File: src/lcd_ctrl_regs.svh
// constants of the lcd controller: bus address, commands, fields, timing
// assumes nothing; included by the controller only
`ifndef LCD_CTRL_REGS_SVH
`define LCD_CTRL_REGS_SVH
`define SLAVE_ADDR 7'h38
`define CMD_DISPLAY 8'h80
`define CMD_DRIVE 8'h82
`define CMD_SYSTEM 8'h84
`define CMD_FRAME 8'h86
`define CMD_BLINK 8'h88
`define CMD_IVA 8'h8A
`define PTR_MAX_4COM 4'h9
`define PTR_MAX_8COM 4'hF
`define DRV_DUTY_BIT 1
`define DRV_BIAS_BIT 0
`define SYS_OSC_BIT 1
`define SYS_DISP_BIT 0
`define FRM_RATE_BIT 0
`define IVA_DE_BIT 5
`define IVA_VE_BIT 4
`define CORE_HZ 10000000
`define FSYS_HZ 32768
`define FRAME_LO_HZ 80
`define FRAME_HI_HZ 160
`define BLINK_DIV1 16384
`define BLINK_DIV2 32768
`define BLINK_DIV3 65536
`endif

File: src/lcd_ctrl_pkg.sv
// types shared by the lcd controller
// assumes nothing; takes no constants from lcd_ctrl_regs.svh
package lcd_ctrl_pkg;
  typedef struct packed {
    logic eight_com;
    logic quarter_bias;
    logic osc_on;
    logic disp_on;
    logic frame_160;
    logic [1:0] blink;
    logic seg_pin;
    logic trim_en;
    logic [3:0] trim;
  } cfg_s;
  typedef enum logic [1:0] {BUS_IDLE, BUS_RX, BUS_ACK, BUS_SKIP} bus_st_e;
endpackage : lcd_ctrl_pkg

File: src/lcd_ctrl.sv
// i2c write slave, 16 byte display ram and common/segment scan logic
// assumes an external open-drain pad resolving sda from o_sda_oe
// Function
// - eight-common: ram 00H-0FH to segments 4-19
// - oscillator stopped until host enables it
// - all lcd timing from internal system clock
// - third bias bypasses centre divider resistor
// - segments from scan phase and stored bit
// - four or eight commons by drive mode
// - address byte loads display pointer
// - blink divides system clock by mode
// - blink blanks all segments together, commons keep scanning
// - frame rate 80 or 160 Hz
// - four bit voltage trim, default full
// - data changes only while clock low
// - detect start and stop conditions
// - repeated start restarts address reception
// - bytes are eight bits, msb first
// - acknowledge low through ninth clock high
// - acknowledge only fixed address 0111000
// - eighth address bit selects read or write
// - command byte then setting byte applies
// - display command, address, data stores byte
// - page write increments pointer, wraps by mode
// - four-common: addresses 00H-09H each drive two segments
// - power-on defaults: 80Hz, 1/4 duty, off
// - undefined commands change nothing
`timescale 1ns/1ps
`include "lcd_ctrl_regs.svh"
module lcd_ctrl #(
  parameter int SYS_DIV = `CORE_HZ / `FSYS_HZ
) (
  input wire logic i_core_clk,
  input wire logic i_srst,
  input wire logic i_scl,
  input wire logic i_sda_in,
  output logic o_sda_out,
  output logic o_sda_oe,
  output logic [7:0] o_com_sel,
  output logic [19:0] o_seg_on,
  output logic o_frame_inv,
  output logic o_bias_bypass,
  output logic [3:0] o_lcd_voltage_trim_code,
  output logic o_trim_enable,
  output logic o_seg_shared_pin_is_seg,
  output logic o_osc_run
);
  localparam int BIDX1 = $clog2(`BLINK_DIV1) - 1;
  localparam int BIDX2 = $clog2(`BLINK_DIV2) - 1;
  localparam int BIDX3 = $clog2(`BLINK_DIV3) - 1;
  localparam lcd_ctrl_pkg::cfg_s CFG_RST = '{
    eight_com: 1'b0, quarter_bias: 1'b0, osc_on: 1'b0, disp_on: 1'b0,
    frame_160: 1'b0, blink: 2'h0, seg_pin: 1'b1, trim_en: 1'b1,
    trim: 4'h0};

  // system ticks per common phase for the chosen frame rate and duty
  function automatic logic [8:0] phase_len(input logic f160,
                                           input logic eight);
    int hz;
    int n;
    hz = f160 ? `FRAME_HI_HZ : `FRAME_LO_HZ;
    n = eight ? 8 : 4;
    phase_len = 9'(`FSYS_HZ / (hz * n));
  endfunction : phase_len

  function automatic logic [3:0] ptr_max(input logic eight);
    ptr_max = eight ? `PTR_MAX_8COM : `PTR_MAX_4COM;
  endfunction : ptr_max

  // pin synchronisers; stage 2 only delays for edge detection
  logic [2:0] scl_sync_reg;
  logic [2:0] sda_sync_reg;
  always_ff @(posedge i_core_clk) begin
    if (i_srst) begin
      scl_sync_reg <= 3'h7;
      sda_sync_reg <= 3'h7;
    end else begin
      scl_sync_reg <= {scl_sync_reg[1:0], i_scl};
      sda_sync_reg <= {sda_sync_reg[1:0], i_sda_in};
    end
  end
  logic scl_h;
  logic sda_h;
  logic scl_rise;
  logic scl_fall;
  logic start;
  logic stop;
  assign scl_h = scl_sync_reg[1];
  assign sda_h = sda_sync_reg[1];
  assign scl_rise = scl_h & ~scl_sync_reg[2];
  assign scl_fall = ~scl_h & scl_sync_reg[2];
  assign start = scl_h & scl_sync_reg[2] & ~sda_h & sda_sync_reg[2];
  assign stop = scl_h & scl_sync_reg[2] & sda_h & ~sda_sync_reg[2];

  // bus receiver and configuration
  lcd_ctrl_pkg::bus_st_e bus_st_reg, bus_st_next;
  lcd_ctrl_pkg::cfg_s cfg_reg, cfg_next;
  logic [3:0] bit_cnt_reg, bit_cnt_next;
  logic [7:0] shift_reg, shift_next;
  logic [1:0] byte_idx_reg, byte_idx_next;
  logic [7:0] cmd_reg, cmd_next;
  logic ack_reg, ack_next;
  logic inc_reg, inc_next;
  logic read_reg, read_next;
  logic [3:0] ptr_reg, ptr_next;
  logic ram_we;
  logic [7:0] ram_reg [16];

  always_comb begin
    bus_st_next = bus_st_reg;
    cfg_next = cfg_reg;
    bit_cnt_next = bit_cnt_reg;
    shift_next = shift_reg;
    byte_idx_next = byte_idx_reg;
    cmd_next = cmd_reg;
    ack_next = ack_reg;
    inc_next = inc_reg;
    read_next = read_reg;
    ptr_next = ptr_reg;
    ram_we = 1'b0;
    case (bus_st_reg)
      lcd_ctrl_pkg::BUS_IDLE: begin
      end
      lcd_ctrl_pkg::BUS_RX: begin
        if (scl_rise) begin
          shift_next = {shift_reg[6:0], sda_h};
          bit_cnt_next = bit_cnt_reg + 4'h1;
        end else if (scl_fall && bit_cnt_reg == 4'h8) begin
          bus_st_next = lcd_ctrl_pkg::BUS_ACK;
          ack_next = 1'b1;
          bit_cnt_next = 4'h0;
          if (byte_idx_reg != 2'h3) begin
            byte_idx_next = byte_idx_reg + 2'h1;
          end
          case (byte_idx_reg)
            2'h0: begin
              if (shift_reg[7:1] != `SLAVE_ADDR) begin
                ack_next = 1'b0;
                bus_st_next = lcd_ctrl_pkg::BUS_SKIP;
              end else begin
                read_next = shift_reg[0];
              end
            end
            2'h1: cmd_next = shift_reg;
            2'h2: begin
              case (cmd_reg)
                `CMD_DISPLAY: ptr_next = shift_reg[3:0];
                `CMD_DRIVE: begin
                  cfg_next.eight_com = shift_reg[`DRV_DUTY_BIT];
                  cfg_next.quarter_bias = shift_reg[`DRV_BIAS_BIT];
                end
                `CMD_SYSTEM: begin
                  cfg_next.osc_on = shift_reg[`SYS_OSC_BIT];
                  cfg_next.disp_on = shift_reg[`SYS_OSC_BIT] &
                                     shift_reg[`SYS_DISP_BIT];
                end
                `CMD_FRAME: cfg_next.frame_160 = shift_reg[`FRM_RATE_BIT];
                `CMD_BLINK: cfg_next.blink = shift_reg[1:0];
                `CMD_IVA: begin
                  cfg_next.seg_pin = shift_reg[`IVA_DE_BIT];
                  cfg_next.trim_en = shift_reg[`IVA_VE_BIT];
                  cfg_next.trim = shift_reg[3:0];
                end
                default: begin
                end
              endcase
            end
            default: begin
              if (cmd_reg == `CMD_DISPLAY) begin
                ram_we = 1'b1;
                inc_next = 1'b1;
              end
            end
          endcase
        end
      end
      lcd_ctrl_pkg::BUS_ACK: begin
        if (scl_fall) begin
          ack_next = 1'b0;
          inc_next = 1'b0;
          if (inc_reg) begin
            // wrap also catches a pointer left high by a mode change
            ptr_next = (ptr_reg >= ptr_max(cfg_reg.eight_com)) ?
                       4'h0 : ptr_reg + 4'h1;
          end
          // reads are acknowledged but sda stays released afterwards
          bus_st_next = read_reg ? lcd_ctrl_pkg::BUS_SKIP :
                                   lcd_ctrl_pkg::BUS_RX;
        end
      end
      lcd_ctrl_pkg::BUS_SKIP: begin
      end
      default: bus_st_next = lcd_ctrl_pkg::BUS_IDLE;
    endcase
    if (start) begin
      bus_st_next = lcd_ctrl_pkg::BUS_RX;
      bit_cnt_next = 4'h0;
      byte_idx_next = 2'h0;
      ack_next = 1'b0;
      inc_next = 1'b0;
      read_next = 1'b0;
    end else if (stop) begin
      bus_st_next = lcd_ctrl_pkg::BUS_IDLE;
      ack_next = 1'b0;
      inc_next = 1'b0;
    end
  end

  always_ff @(posedge i_core_clk) begin
    if (i_srst) begin
      bus_st_reg <= lcd_ctrl_pkg::BUS_IDLE;
      cfg_reg <= CFG_RST;
      bit_cnt_reg <= 4'h0;
      shift_reg <= 8'h00;
      byte_idx_reg <= 2'h0;
      cmd_reg <= 8'h00;
      ack_reg <= 1'b0;
      inc_reg <= 1'b0;
      read_reg <= 1'b0;
      ptr_reg <= 4'h0;
      for (int i = 0; i < 16; i++) begin
        ram_reg[i] <= 8'h00;
      end
    end else begin
      bus_st_reg <= bus_st_next;
      cfg_reg <= cfg_next;
      bit_cnt_reg <= bit_cnt_next;
      shift_reg <= shift_next;
      byte_idx_reg <= byte_idx_next;
      cmd_reg <= cmd_next;
      ack_reg <= ack_next;
      inc_reg <= inc_next;
      read_reg <= read_next;
      ptr_reg <= ptr_next;
      if (ram_we) begin
        ram_reg[ptr_reg] <= shift_reg;
      end
    end
  end

  // system clock emulation and scan timing; held cleared while osc is off
  logic [15:0] tick_cnt_reg, tick_cnt_next;
  logic [15:0] blink_cnt_reg, blink_cnt_next;
  logic [8:0] ph_cnt_reg, ph_cnt_next;
  logic [2:0] phase_reg, phase_next;
  logic inv_reg, inv_next;
  logic tick;
  logic last_ph;
  assign tick = tick_cnt_reg == 16'(SYS_DIV - 1);
  assign last_ph = cfg_reg.eight_com ? (phase_reg == 3'h7) :
                                      (phase_reg == 3'h3);

  always_comb begin
    tick_cnt_next = tick_cnt_reg;
    blink_cnt_next = blink_cnt_reg;
    ph_cnt_next = ph_cnt_reg;
    phase_next = phase_reg;
    inv_next = inv_reg;
    if (!cfg_reg.osc_on) begin
      tick_cnt_next = 16'h0000;
      blink_cnt_next = 16'h0000;
      ph_cnt_next = 9'h000;
      phase_next = 3'h0;
      inv_next = 1'b0;
    end else begin
      tick_cnt_next = tick ? 16'h0000 : tick_cnt_reg + 16'h0001;
      if (tick) begin
        blink_cnt_next = blink_cnt_reg + 16'h0001;
        ph_cnt_next = ph_cnt_reg + 9'h001;
        if (ph_cnt_reg >= phase_len(cfg_reg.frame_160,
                                    cfg_reg.eight_com) - 9'h001) begin
          ph_cnt_next = 9'h000;
          phase_next = last_ph ? 3'h0 : phase_reg + 3'h1;
          inv_next = inv_reg ^ last_ph;
        end
      end
    end
  end

  always_ff @(posedge i_core_clk) begin
    if (i_srst) begin
      tick_cnt_reg <= 16'h0000;
      blink_cnt_reg <= 16'h0000;
      ph_cnt_reg <= 9'h000;
      phase_reg <= 3'h0;
      inv_reg <= 1'b0;
    end else begin
      tick_cnt_reg <= tick_cnt_next;
      blink_cnt_reg <= blink_cnt_next;
      ph_cnt_reg <= ph_cnt_next;
      phase_reg <= phase_next;
      inv_reg <= inv_next;
    end
  end

  // drive outputs; levels here are on/off, the analog stage adds bias
  logic blank;
  logic [7:0] com_next;
  logic [19:0] seg_next;
  always_comb begin
    case (cfg_reg.blink)
      2'h1: blank = blink_cnt_reg[BIDX1];
      2'h2: blank = blink_cnt_reg[BIDX2];
      2'h3: blank = blink_cnt_reg[BIDX3];
      default: blank = 1'b0;
    endcase
    com_next = 8'h00;
    seg_next = 20'h00000;
    if (cfg_reg.disp_on) begin
      com_next = 8'h01 << phase_reg;
      if (!blank) begin
        for (int a = 0; a < 16; a++) begin
          if (cfg_reg.eight_com) begin
            seg_next[a + 4] = ram_reg[a][phase_reg];
          end else if (a < 10) begin
            seg_next[2 * a] = ram_reg[a][{1'b0, phase_reg[1:0]}];
            seg_next[2 * a + 1] = ram_reg[a][{1'b1, phase_reg[1:0]}];
          end
        end
      end
    end
  end

  always_ff @(posedge i_core_clk) begin
    if (i_srst) begin
      o_com_sel <= 8'h00;
      o_seg_on <= 20'h00000;
      o_frame_inv <= 1'b0;
      o_bias_bypass <= 1'b1;
      o_lcd_voltage_trim_code <= 4'h0;
      o_trim_enable <= 1'b1;
      o_seg_shared_pin_is_seg <= 1'b1;
      o_osc_run <= 1'b0;
      o_sda_out <= 1'b0;
    end else begin
      o_com_sel <= com_next;
      o_seg_on <= seg_next;
      o_frame_inv <= inv_reg;
      o_bias_bypass <= ~cfg_reg.quarter_bias;
      o_lcd_voltage_trim_code <= cfg_reg.trim;
      o_trim_enable <= cfg_reg.trim_en;
      o_seg_shared_pin_is_seg <= cfg_reg.seg_pin;
      o_osc_run <= cfg_reg.osc_on;
      o_sda_out <= 1'b0;
    end
  end
  assign o_sda_oe = ack_reg;
endmodule : lcd_ctrl

File: config.mk
export PLATFORM = sky130hd
export DESIGN_NAME = lcd_ctrl
export DESIGN_NICKNAME = d
export VERILOG_FILES = /design/src/lcd_ctrl_pkg.sv /design/src/lcd_ctrl.sv
export VERILOG_INCLUDE_DIRS = /design/src
export SDC_FILE = /design/constraint.sdc
export NUM_CORES = 1
export LEC_CHECK = 0
export ABC_CLOCK_PERIOD_IN_PS = 3700
export BUFFER_PORTS_ARGS = -buffer_cell sky130_fd_sc_hd__buf_2
export CELL_PAD_IN_SITES_DETAIL_PLACEMENT = 1
export CELL_PAD_IN_SITES_GLOBAL_PLACEMENT = 1
export CORE_ASPECT_RATIO = 0.7
export CORE_MARGIN = 3
export CORE_UTILIZATION = 46
export CTS_BUF_LIST = sky130_fd_sc_hd__clkbuf_4
export DETAILED_ROUTE_END_ITERATION = 10
export PLACE_DENSITY_LB_ADDON = 0.1
export SETUP_SLACK_MARGIN = 0.3
export SLEW_MARGIN = 30
export SYNTH_ARGS = -nofsm -noshare
export SYNTH_HDL_FRONTEND = slang
export SYNTH_SLANG_ARGS = --single-unit
File: constraint.sdc
create_clock -name i_core_clk -period 3.7 [get_ports i_core_clk]
set_input_delay 0.185 -clock i_core_clk [delete_from_list [all_inputs] [get_ports i_core_clk]]
set_output_delay 0.185 -clock i_core_clk [all_outputs]
set_load 0.1 [all_outputs]
Word-level counts from Yosys, hierarchy flattened
Memories as Yosys holds them, arrays and structs flattened.
Cells that the tools add are included.
{ "word_totals": {"ff_bits": 132, "latchBits": 0, "mem_bits_rw": 128, "rom_bits": 0, "out_inout_bits": 39, "mem_count": 1} }
{ "mem_list": {"columns": ["name", "depth", "width", "read_ports", "rd_ports_with_merged_regs", "write_ports", "line", "rtl"], "rows": [
  ["ram_reg", 16, 8, 16, 0, 16, "lcd_ctrl.sv:107", "logic [7:0] ram_reg [16];"]
]} }
{ "classes": {"add_sub_neg": 8, "mul": 1, "n_div": 1, "magnitude_cmp": 5, "n_eq_ne": 29, "n_shift": 1, "mux": 137, "bitwise_logic": 18, "reduce_logical": 29} }
{ "ops": {"columns": ["op", "count"], "rows": [
  ["1-bit two-way mux", 75],
  ["1-bit binary-select mux with 3-bit select", 16],
  ["8-bit == test (second input constant)", 6],
  ["4-bit two-way mux", 11],
  ["1-bit binary-select mux with 2-bit select", 20],
  ["16-bit by 1-bit adder with 16-bit output (second input constant)", 2],
  ["17-bit by 32-bit divider with 32-bit output (first input constant)", 1],
  ["5-bit AND reduction", 6],
  ["16-bit by 9-bit == test with 1-bit output (second input constant)", 1],
  ["8-bit two-way mux", 2],
  ["2-bit inequality test (second input constant)", 8],
  ["4-bit AND reduction", 4],
  ["8-bit by 4-bit multiplier with 12-bit output", 1],
  ["4-bit inequality test (second input constant)", 3],
  ["3-bit OR reduction", 4],
  ["2-bit two-way mux", 5],
  ["9-bit by 1-bit adder with 9-bit output (second input constant)", 1],
  ["9-bit >= comparator", 1],
  ["9-bit two-way mux", 1],
  ["1-bit inverter", 9],
  ["9-bit by 1-bit subtractor with 9-bit output (second input constant)", 1],
  ["4-bit by 1-bit adder with 4-bit output (second input constant)", 2],
  ["1-bit AND", 8],
  ["2-bit == test (second input constant)", 4],
  ["other kinds (27)", 37]
]} }

Logic depth before layout (Yosys ltp)
Gate-level depths: netlist of the first run.
{ "depth": {"depth_word": 11, "ltp_mapped": 124} }

Least setup slack after synthesis of the first run
No wires, ideal clock.
{ "synth_timing": {"kind": "reg-to-reg", "start": "reg cfg_reg[12] (netlist bit)", "end": "reg ph_cnt_reg[3]", "t_arrival_ns": 3.439, "setup_slack_ns": 0.175, "path_stages_with_launch": 19, "path_buffers": 3, "path_cell_list": "dfxtp_1 -> clkbuf_1 -> inv_1 -> ha_1 -> buf_4 -> inv_1 -> clkbuf_1 -> ha_1 -> nor2b_1 -> o21a_1 -> o21ai_0 -> nand2b_1 -> a21oi_1 -> nor2b_1 -> o21ai_0 -> nand2_1 -> a21oi_1 -> nor2_1 -> a211oi_1"} }
{ "synth_via": {"elab_chain_cells": 6} }
{ "synth_lines": {"columns": ["item", "line", "rtl"], "rows": [
  ["start: declaration", "lcd_ctrl.sv:97", "lcd_ctrl_pkg::cfg_s cfg_reg, cfg_next;"],
  ["start signal: assignment", "lcd_ctrl.sv:226", "cfg_reg <= cfg_next;"],
  ["4-bit two-way mux", "lcd_ctrl.sv:62", "n = eight ? 8 : 4;"],
  ["8-bit by 4-bit multiplier with 12-bit output", "lcd_ctrl.sv:63", "phase_len = 9'(`FSYS_HZ / (hz * n));"],
  ["17-bit by 32-bit divider with 32-bit output (no line)", null, null],
  ["9-bit by 1-bit subtractor with 9-bit output", "lcd_ctrl.sv:271", "cfg_reg.eight_com) - 9'h001) begin"],
  ["9-bit >= comparator", "lcd_ctrl.sv:270", "if (ph_cnt_reg >= phase_len(cfg_reg.frame_160,"],
  ["9-bit two-way mux", "lcd_ctrl.sv:270", null],
  ["end signal: assignment", "lcd_ctrl.sv:290", "ph_cnt_reg <= ph_cnt_next;"],
  ["end: declaration", "lcd_ctrl.sv:244", "logic [8:0] ph_cnt_reg, ph_cnt_next;"]
]} }
No other way between the ends.
A chain may end at the register's enable or synchronous reset.

Final worst setup path of the first run
{ "layout_timing": {"start": "reg cfg_reg[8] (netlist bit)", "end": "reg ph_cnt_reg[0]"} }
{ "layout_via": {"elab_chain_cells": 6} }
{ "layout_lines": {"columns": ["item", "line"], "rows": [
  ["8-bit two-way mux (no line)", null],
  ["8-bit by 4-bit multiplier with 12-bit output", "lcd_ctrl.sv:63"],
  ["17-bit by 32-bit divider with 32-bit output (no line)", null],
  ["9-bit by 1-bit subtractor with 9-bit output", "lcd_ctrl.sv:271"],
  ["9-bit >= comparator", "lcd_ctrl.sv:270"],
  ["9-bit two-way mux", "lcd_ctrl.sv:270"]
]} }
No other way between the ends.

==> qor.csv, run 1 <==
stage;metric;value;unit
timing;fin_crit;3260;ps
yosys;syn_area;0.0181;sq mm
yosys;async_flop_share;0;%
global_route;grt_antenna_before_repair;0;
power;p_int;4.46;mW
cells_and_area;stdcell_count;2570;
placement;gp_routability_congestion;0.874;
setup_path;worstReg2RegStart;cfg_reg[8]$_SDFFE_PP0P_;
cells_and_area;drive_gt1_share;16.2;%
job;drv_cap;0;
detailed_routing;detail_route.wl_per_cell;22.4;microns
yosys;synth_top_area_share;21.2;%
timing;hold_viol_final;0;
yosys;ys_types;122;
cells_and_area;area_growth;7.58;%
die;num_rows;60;
cts;cts-root-buf;clkbuf_4;
timing;tightest_slew;1000;ps
power;p_seq_share;50.9;%
setup_path;critPathMaxStageDelay;430;ps
setup_path;required;4350;ps
global_route;use_met3;4.76;%
setup_path;cp.arrival;3910;ps
power;combPwrFrac;9.4;%
cts;htreeDepth;2;
yosys;synth_flop_cell;dfxtp_1;
global_route;grt_overflow;0;
cts;cts_buffers;57;
timing;max_freq;0.306;GHz
global_route;grt_pass1_vias;15800;
placement;place_worst_setup_slack;203;ps
detailed_routing;first_pass_iters;5;
global_route;use_met1;43.6;%
global_route;grt-busiest-layer;met1;
timing;skew;49.1;ps
setup_path;cp_max_fo;5;
cells_and_area;fin_util;50.4;%
cts;cts.clk_slew.worst_paths;70;ps
power;ir_drop;183;uV
setup_path;crit_slowest_cell;dfxtp_1;
yosys;synth_area_leaders;edfxtp_1 21%, dfxtp_1 15%, and2_1 4.4%, mux4_2 4.0%, nor2_1 3.9%;
global_route;grt_max_degree;52;
placement;post-dp-hpwl;41900;microns
setup_path;critical_path.cell_chain;inv_1 -> ha_4 -> clkinvlp_4 -> ha_1 -> nor2b_1 -> o21a_1 -> o21ai_0 -> nand2b_1 -> a21oi_1 -> nor2b_1 -> o21ai_0 -> nand2_1 -> inv_1 -> o21ai_1 -> a211oi_2 -> mux2_2;
die;die_w;243;microns
power;power.leakage;7.21;nW
cts;cts_sinks;260;
timing;setup_slack;437;ps
yosys;ys_seq_elements;260;
setup_path;start_kind;flip-flop;
yosys;yosysMostFrequentCell;nor2_1;
cells_and_area;largest_register_ffs;128;
global_route;gr-usage-met2;38.5;%
detailed_routing;vias;16000;
cells_and_area;fin_nets;2047;
cts;insertion_delay;730;ps
cells_and_area;fillers;4466;
setup_path;crit_path_start;cfg_reg[8]$_SDFFE_PP0P_;
power;p_switching;1.58;mW
placement;io_buffers;41;
die;die-area;0.0418;sq mm
yosys;ys_seq_area_share;35.8;%
power;finalPower;6.04;mW
worst_hold_path;worstHoldPathType;input pin to flip-flop;
yosys;yosys_warnings;0;
cts;cts.path.max_buffers;3;
status;status;finished clean;
yosys;synth_edf_count;128;
die;core_area;0.0387;sq mm
yosys;synth_common_cells;190 x nor2_1, 152 x nand2_1, 132 x dfxtp_1, 128 x and2_1, 128 x edfxtp_1;
die;die_h;172;microns
placement;placed_cells;2457;
global_route;grt_pass1_wl;91100;microns
detailed_routing;drc_errors;0;
setup_path;critPathKind;flip-flop to flip-flop;
power;powerDensity;310;mW/mm^2
setup_path;endpoint_kind;flip-flop;
power;clkPwrFrac;39.6;%
yosys;yosys.area.top_type;edfxtp_1;
die;start_util;46.8;%
power;p_sw_share;26.2;%
yosys;avgSynthCellArea;9.10;sq um
worst_hold_path;min_from;i_scl;
yosys;synthesis.instances;1989;
detailed_routing;wl;57600;microns
detailed_routing;ant_nets;0;
timing;finalSetupTns;0;ps
cts;cts_tree;yes;
timing;setup_violations;0;
timing;relSlewSlack;32.8;%
detailed_routing;viasPerCell;6.21;
die;io_pins;43;
timing;final_max_slew_viol_count;0;
timing;period_share;88.2;%
timing;rsz0062_at_grt;true;
global_route;grt_util_all_layers;27.2;%
detailed_routing;drtIter0Drc;1431;
-- cells in the final DEF, fill, tap and decap left out, types with 26 or more instances in the layout --
cell      netlist  final
nand4_1        27     27
ha_1           50     48
nand2_1       152    152
nor3_1         62     60
xor2_1         30     30
or2_2          36     36
o21ai_0        54     53
buf_2          16     41
clkbuf_4        0     86
nor2_1        190    187
a211oi_1       55     54
mux4_2         32     32
edfxtp_1      128    128
inv_1          57     56
and2_1        128    128
xnor2_1        34     34
a21oi_1       127    126
mux2i_1        63     63
and3_1         32     32
dfxtp_1       132    131
a31oi_1        26     26
nand3_1        55     55
-- final timing paths --
path	to	slack, ps	depth (start not counted)
max reg2reg	ph_cnt_reg[0]$_SDFFE_PP0N_	440	16
max	ph_cnt_reg[0]$_SDFFE_PP0N_	440	16
min	scl_sync_reg[0]$_SDFF_PP1_	220	3
min reg2reg	sda_sync_reg[1]$_SDFF_PP1_	410	1
-- what timing repair did --
item	in CTS	in global routing
setup endpoints to repair	8	34
hold buffers	3	0
setup buffers	1	0
resized for setup	1	6
cloned	0	0
pin swaps	0	0
endpoints found under the hold margin	15	0
-- layout make-up --
cell class	instances	area (sq um)	share of cell area (%)
multi-input cells	1546	10900	55.9
repair buffers	70	443	2.27
inverters	58	221	1.14
clock inverters	22	138	0.707
clock buffers	86	646	3.31
diodes	1	2.50	0.0128
well taps	527	659	3.39
flip-flops and latches	260	6490	33.3
-- power groups by stage --
stage                     registers (mW)  clock network (mW)  logic, mW
after floorplan                     3.13                   0      0.424
after global placement              3.14                   0      0.445
after detailed placement            3.14                   0      0.451
after CTS                           3.08                2.46      0.454
after global routing                3.08                2.62      0.621
final                               3.08                2.39      0.570
-- cells by family (layout without fill, tap and decap cells) --
family                     after synthesis  in the layout  synth area share (%)
and+or+nand+nor                        843            843                  25.3
AOI/OAI and AO/OA                      464            464                  18.4
DFF                                    260            260                  35.8
buffers and inverters                  184            236                  4.40
muxes                                  122            122                  9.34
xor gates and xnor gates                65             65                  3.25
adders and majority gates               50             50                  3.46
other                                    1              3                0.0207
-- worst max-delay path: cells and delay by family, from the launching register on --
kind	cells	cell delay, ps
buffers and inverters	3	330
muxes	1	200
adders and majority gates	2	590
and+or+nand+nor	4	450
AOI/OAI and AO/OA	6	1190
DFF	1	430
-- per-layer routing --
metal / routed length, microns / part of all wire, %
met4: 512 / 0.89
met2: 23200 / 40
met5: 0 / 0
met3: 3770 / 6.5
met1: 30200 / 52
-- stage by stage --
step / area (sq um) / hold WS (ps)
after global placement: 18600 / 371
after detailed placement: 18600 / 373
after CTS: 19400 / 137
after floorplan: 18100 / 289
after global routing: 19500 / 198
final: 19500 / 217
Note: power is estimated with default switching activity, not from simulation.
==> run 2, diff against run 1 <==
--- a/config.mk
+++ b/config.mk
@@ -6,16 +6,16 @@
 export SDC_FILE = /design/constraint.sdc
 export NUM_CORES = 1
 export LEC_CHECK = 0
-export ABC_CLOCK_PERIOD_IN_PS = 3700
 export BUFFER_PORTS_ARGS = -buffer_cell sky130_fd_sc_hd__buf_2
 export CELL_PAD_IN_SITES_DETAIL_PLACEMENT = 1
 export CELL_PAD_IN_SITES_GLOBAL_PLACEMENT = 1
 export CORE_ASPECT_RATIO = 0.7
-export CORE_MARGIN = 3
+export CORE_MARGIN = 1
 export CORE_UTILIZATION = 46
 export CTS_BUF_LIST = sky130_fd_sc_hd__clkbuf_4
 export DETAILED_ROUTE_END_ITERATION = 10
 export PLACE_DENSITY_LB_ADDON = 0.1
+export REMOVE_ABC_BUFFERS = 1
 export SETUP_SLACK_MARGIN = 0.3
 export SLEW_MARGIN = 30
 export SYNTH_ARGS = -nofsm -noshare
==> qor.csv, run 2 (synthesis results as in run 1) <==
stage;metric;value;unit
timing;max_freq;0.311;GHz
setup_path;cp.arrival;3810;ps
die;num_rows;60;
setup_path;required;4290;ps
global_route;grt_pass1_wl;90400;microns
cells_and_area;fillers;4525;
cells_and_area;layout_commonest_cell;nor2_1;
die;core_area;0.0386;sq mm
detailed_routing;vias;16100;
worst_hold_path;worstHoldPathType;input pin to flip-flop;
detailed_routing;detail_route.wl_per_cell;21.9;microns
cts;cts_sinks;260;
power;powerDensity;319;mW/mm^2
die;io_pins;43;
cts;insertion_delay;760;ps
cts;cts.path.max_buffers;3;
cts;cts.clk_slew.worst_paths;60;ps
timing;final_max_slew_viol_count;0;
setup_path;crit_slowest_cell;dfxtp_2;
power;ir_drop;252;uV
placement;placed_cells;2464;
timing;setup_violations;0;
die;die_w;239;microns
timing;skew;35.9;ps
detailed_routing;drc_errors;0;
detailed_routing;ant_nets;0;
setup_path;critPathMaxStageDelay;380;ps
global_route;grt_max_degree;52;
timing;fin_crit;3220;ps
setup_path;cp_max_fo;7;
cells_and_area;area_growth;8.31;%
setup_path;critPathKind;flip-flop to flip-flop;
timing;tightest_slew;1040;ps
timing;finalSetupTns;0;ps
global_route;grt_overflow;0;
setup_path;start_kind;flip-flop;
detailed_routing;wl;56800;microns
cts;htreeDepth;3;
status;status;finished clean;
setup_path;endpoint_kind;flip-flop;
cells_and_area;drive_gt1_share;17.2;%
cts;cts_tree;yes;
detailed_routing;drtIter0Drc;1353;
cells_and_area;stdcell_count;2590;
die;die_h;168;microns
timing;rsz0062_at_grt;false;
die;die-area;0.0402;sq mm
placement;post-dp-hpwl;41100;microns
cts;cts_buffers;68;
timing;hold_viol_final;0;
cts;cts-root-buf;clkbuf_4;
cells_and_area;final_cell_mix;187 x nor2_1, 152 x nand2_1, 129 x dfxtp_1, 128 x and2_1, 128 x edfxtp_1;
global_route;grt_util_all_layers;28.5;%
cells_and_area;largest_register_ffs;128;
die;start_util;46.9;%
timing;period_share;87.0;%
power;power.leakage;7.29;nW
placement;io_buffers;41;
placement;gp_routability_congestion;0.887;
cells_and_area;fin_nets;2066;
global_route;grt_pass1_vias;16100;
global_route;grt_antenna_before_repair;3;
detailed_routing;first_pass_iters;5;
job;drv_cap;0;
detailed_routing;viasPerCell;6.22;
timing;relSlewSlack;30.0;%
setup_path;critical_path.cell_chain;inv_1 -> ha_1 -> clkinvlp_4 -> ha_1 -> nand4_1 -> a221oi_1 -> nand3_1 -> a211oi_1 -> o2111ai_1 -> o21a_2 -> nor2_1 -> a211oi_1;
## run 2: area by class of cell
class	count	area (sq um)	share of cell area, %
multi-input combinational	1546	10900	55.4
timing repair buffer	78	490	2.50
clock inverter	16	118	0.600
antenna	4	10.0	0.0510
inverter	58	221	1.13
clock buffer	101	758	3.87
tap	527	659	3.36
sequential	260	6490	33.1
## run 2: worst paths after layout
kind,depth (start not counted),start,to,slack [ps]
min,3,i_scl,scl_sync_reg[0]$_SDFF_PP1_,170
min reg2reg,1,cfg_reg[11]$_SDFFE_PP0P_,o_bias_bypass$_SDFF_PP1_,410
max,12,cfg_reg[8]$_SDFFE_PP0P_,ph_cnt_reg[6]$_SDFFE_PP0N_,480
max reg2reg,12,cfg_reg[8]$_SDFFE_PP0P_,ph_cnt_reg[6]$_SDFFE_PP0N_,480
## run 2: timing repair
item / CTS / global route
gates cloned: 0 / 0
hold buffers: 3 / 0
hold endpoints to repair: 9 / 0
buffers inserted: 0 / 2
endpoints found under the setup margin: 6 / 13
resized for setup: 1 / 5
## run 2: per-stage QoR
step / instance area [sq um] / setup slack, ps / utilization (%) / total power, mW / hold WS [ps]
after floorplan: 17500 / -457 / - / 3.54 / 254
after global placement: 18600 / 288 / 48.3 / 3.58 / 375
final: 19600 / 480 / 50.8 / 6.25 / 174
after CTS: 19600 / 274 / 50.7 / 6.22 / 101
after detailed placement: 18700 / 90.2 / 48.3 / 3.59 / 374
after global routing: 19600 / 288 / 50.8 / 6.53 / 101
## run 2: layer usage
layer  up-vias  wire, microns  GRT usage, %
li1       7470              -             -
met1      8090          29400          45.1
met2       509          23000          39.8
met3        51           3900          5.33
met4         0            505          5.52
met5         -              0             0
## run 2: where the power goes
| group | switching, mW | internal [mW] | leakage (nW) |
|---|---|---|---|
| combinational | 0.370 | 0.194 | 4.39 |
| sequential | 0.0175 | 3.06 | 2.39 |
| clock | 1.22 | 1.39 | 0.519 |
| total | 1.61 | 4.64 | 7.29 |
## run 2: worst max-delay path, delay by kind of cell, from the launching register on
family,cells,cell delay (ps)
simple gates,3,590
fa+ha+maj,2,680
buf+inv,2,260
compound gates,5,1140
flops,1,380
==> run 3, diff against run 2 <==
--- a/config.mk
+++ b/config.mk
@@ -11,7 +11,7 @@
 export CELL_PAD_IN_SITES_GLOBAL_PLACEMENT = 1
 export CORE_ASPECT_RATIO = 0.7
 export CORE_MARGIN = 1
-export CORE_UTILIZATION = 46
+export CORE_UTILIZATION = 55
 export CTS_BUF_LIST = sky130_fd_sc_hd__clkbuf_4
 export DETAILED_ROUTE_END_ITERATION = 10
 export PLACE_DENSITY_LB_ADDON = 0.1
==> constraint.sdc (replaced) <==
create_clock -name i_core_clk -period 3.98 [get_ports i_core_clk]
set_input_delay 0.199 -clock i_core_clk [delete_from_list [all_inputs] [get_ports i_core_clk]]
set_output_delay 0.199 -clock i_core_clk [all_outputs]
set_load 0.1 [all_outputs]
==> qor.csv, run 3 (synthesis results as in run 1) <==
stage;metric;value;unit
setup_path;start_kind;flip-flop;
cells_and_area;fillers;3743;
global_route;grt_pass1_vias;16400;
cts;cts_sinks;260;
cells_and_area;final_cell_mix;188 x nor2_1, 152 x nand2_1, 129 x dfxtp_1, 128 x and2_1, 128 x edfxtp_1;
die;die_h;154;microns
cts;cts.path.max_buffers;3;
cts;htreeDepth;3;
setup_path;cp.arrival;4330;ps
placement;io_buffers;41;
global_route;grt_util_all_layers;34.2;%
power;powerDensity;301;mW/mm^2
global_route;use_met3;6.67;%
cells_and_area;fin_nets;2051;
job;drv_cap;0;
detailed_routing;ant_nets;0;
cells_and_area;multi_input_area;0.0109;sq mm
timing;hold_viol_final;0;
cells_and_area;layout_commonest_cell;nor2_1;
setup_path;crit_slowest_cell;dfxtp_1;
global_route;grt_pass1_wl;90900;microns
timing;final_max_slew_viol_count;0;
placement;post-dp-hpwl;41100;microns
setup_path;critPathKind;flip-flop to flip-flop;
placement;gp_routability_congestion;0.918;
detailed_routing;wl;58400;microns
global_route;grt_antenna_before_repair;0;
timing;finalSetupTns;0;ps
detailed_routing;viasPerCell;6.65;
timing;rsz0062_at_grt;true;
cells_and_area;area_growth;7.08;%
timing;skew;64.1;ps
die;num_rows;55;
worst_hold_path;worstHoldPathType;input pin to flip-flop;
cts;insertion_delay;740;ps
global_route;grt-busiest-layer;met2;
detailed_routing;first_pass_iters;6;
cts;cts_buffers;66;
timing;max_freq;0.269;GHz
detailed_routing;vias;16500;
setup_path;critPathMaxStageDelay;420;ps
die;start_util;56.0;%
global_route;grt_overflow;0;
global_route;gr-usage-met2;51.0;%
cts;cts_tree;yes;
die;core_area;0.0323;sq mm
setup_path;required;4600;ps
die;io_pins;43;
setup_path;path_delay_family;compound AO/OA/AOI/OAI gates;
timing;fin_crit;3710;ps
cts;cts.clk_slew.worst_paths;80;ps
timing;setup_violations;0;
timing;whs;202;ps
die;die_w;219;microns
power;ir_drop;261;uV
timing;tightest_slew;889;ps
cells_and_area;drive_gt1_share;16.7;%
setup_path;cp_max_fo;7;
timing;relSlewSlack;40.7;%
cells_and_area;seq_area;0.00649;sq mm
setup_path;critical_path.cell_chain;inv_1 -> ha_1 -> clkinvlp_4 -> ha_1 -> nor2b_1 -> o21a_1 -> o21ai_0 -> nand2b_1 -> a21oi_1 -> nor2b_1 -> o21ai_0 -> nand2_1 -> a21oi_2 -> nor2_1 -> a211oi_1;
cells_and_area;largest_register_ffs;128;
timing;period_share;93.3;%
cells_and_area;fin_util;59.9;%
die;die-area;0.0337;sq mm
cells_and_area;diodes;0;
global_route;grt_max_degree;49;
setup_path;crit_buf_inv;2;
setup_path;endpoint_kind;flip-flop;
status;status;finished clean;
detailed_routing;detail_route.wl_per_cell;23.6;microns
global_route;use_met1;50.5;%
detailed_routing;drc_errors;0;
power;power.leakage;7.25;nW
cts;cts-root-buf;clkbuf_4;
detailed_routing;drtIter0Drc;1562;
## run 3: cell types whose count changed in the layout (fill, tap and decap cells not counted), sizes merged
| cell | delta |
|---|---|
| diode | -4 |
| clkbuf | -1 |
| clkinv | +6 |
| clkinvlp | -1 |
| buf | -13 |
## run 3: per-layer routing
metal / wire, microns / vias up / share of wire [%]
met2: 25600 / 699 / 44
met4: 1080 / 0 / 1.9
met1: 27000 / 8217 / 46
li1: - / 7455 / -
met3: 4690 / 105 / 8.0
met5: 0 / - / 0
## run 3: cell type report
cell class	instances	area share (%)
Clock buffer	100	3.87
Sequential cell	260	33.5
Tap cell	427	2.76
Clock inverter	21	0.716
Multi-Input combinational cell	1546	56.0
Inverter	58	1.14
Timing Repair Buffer	65	2.03
## run 3: report_power, final
part | total (mW) | leakage [nW] | internal, mW | switching [mW]
Combinational | 0.528 | 4.34 | 0.180 | 0.348
Clock | 2.44 | 0.528 | 1.28 | 1.15
Sequential | 2.87 | 2.39 | 2.85 | 0.0203
Total | 5.83 | 7.25 | 4.31 | 1.52
## run 3: stage by stage
stage | instance area, sq um | instances | power, mW | setup slack, ps
6_report | 19400 | 2477 | 5.83 | 267
5_1_grt | 19400 | 2477 | 6.04 | 215
4_1_cts | 19400 | 2477 | 5.77 | 330
3_5_place_dp | 18400 | 2352 | 3.35 | 138
3_3_place_gp | 18400 | 2352 | 3.33 | 543
2_1_floorplan | 17500 | 1864 | 3.29 | -177
## run 3: worst paths after layout
| kind | cells past startpoint | end | slack [ps] | startpoint |
|---|---|---|---|---|
| worst min register to register | 1 | o_bias_bypass$_SDFF_PP1_ | 400 | cfg_reg[11]$_SDFFE_PP0P_ |
| worst max-delay path | 15 | ph_cnt_reg[4]$_SDFFE_PP0N_ | 270 | cfg_reg[8]$_SDFFE_PP0P_ |
| worst max register to register | 15 | ph_cnt_reg[4]$_SDFFE_PP0N_ | 270 | cfg_reg[8]$_SDFFE_PP0P_ |
| worst min-delay path | 3 | sda_sync_reg[0]$_SDFF_PP1_ | 200 | i_sda_in |
## run 3: timing repair
item | 4_1_cts | 5_1_grt
pin swaps | 0 | 0
endpoints found under the setup margin | 11 | 41
resized for setup | 2 | 5
buffers inserted | 1 | 0
hold buffers | 3 | 0
hold endpoints to repair | 12 | 0
## run 3: worst reg2reg max path: stages (launching register included)
cell,delay [ps]
dfxtp_1,420
inv_1,120
ha_1,380
clkinvlp_4,140
ha_1,310
nor2b_1,150
o21a_1,170
o21ai_0,160
nand2b_1,100
a21oi_1,250
nor2b_1,90
o21ai_0,230
nand2_1,160
a21oi_2,320
nor2_1,210
a211oi_1,370
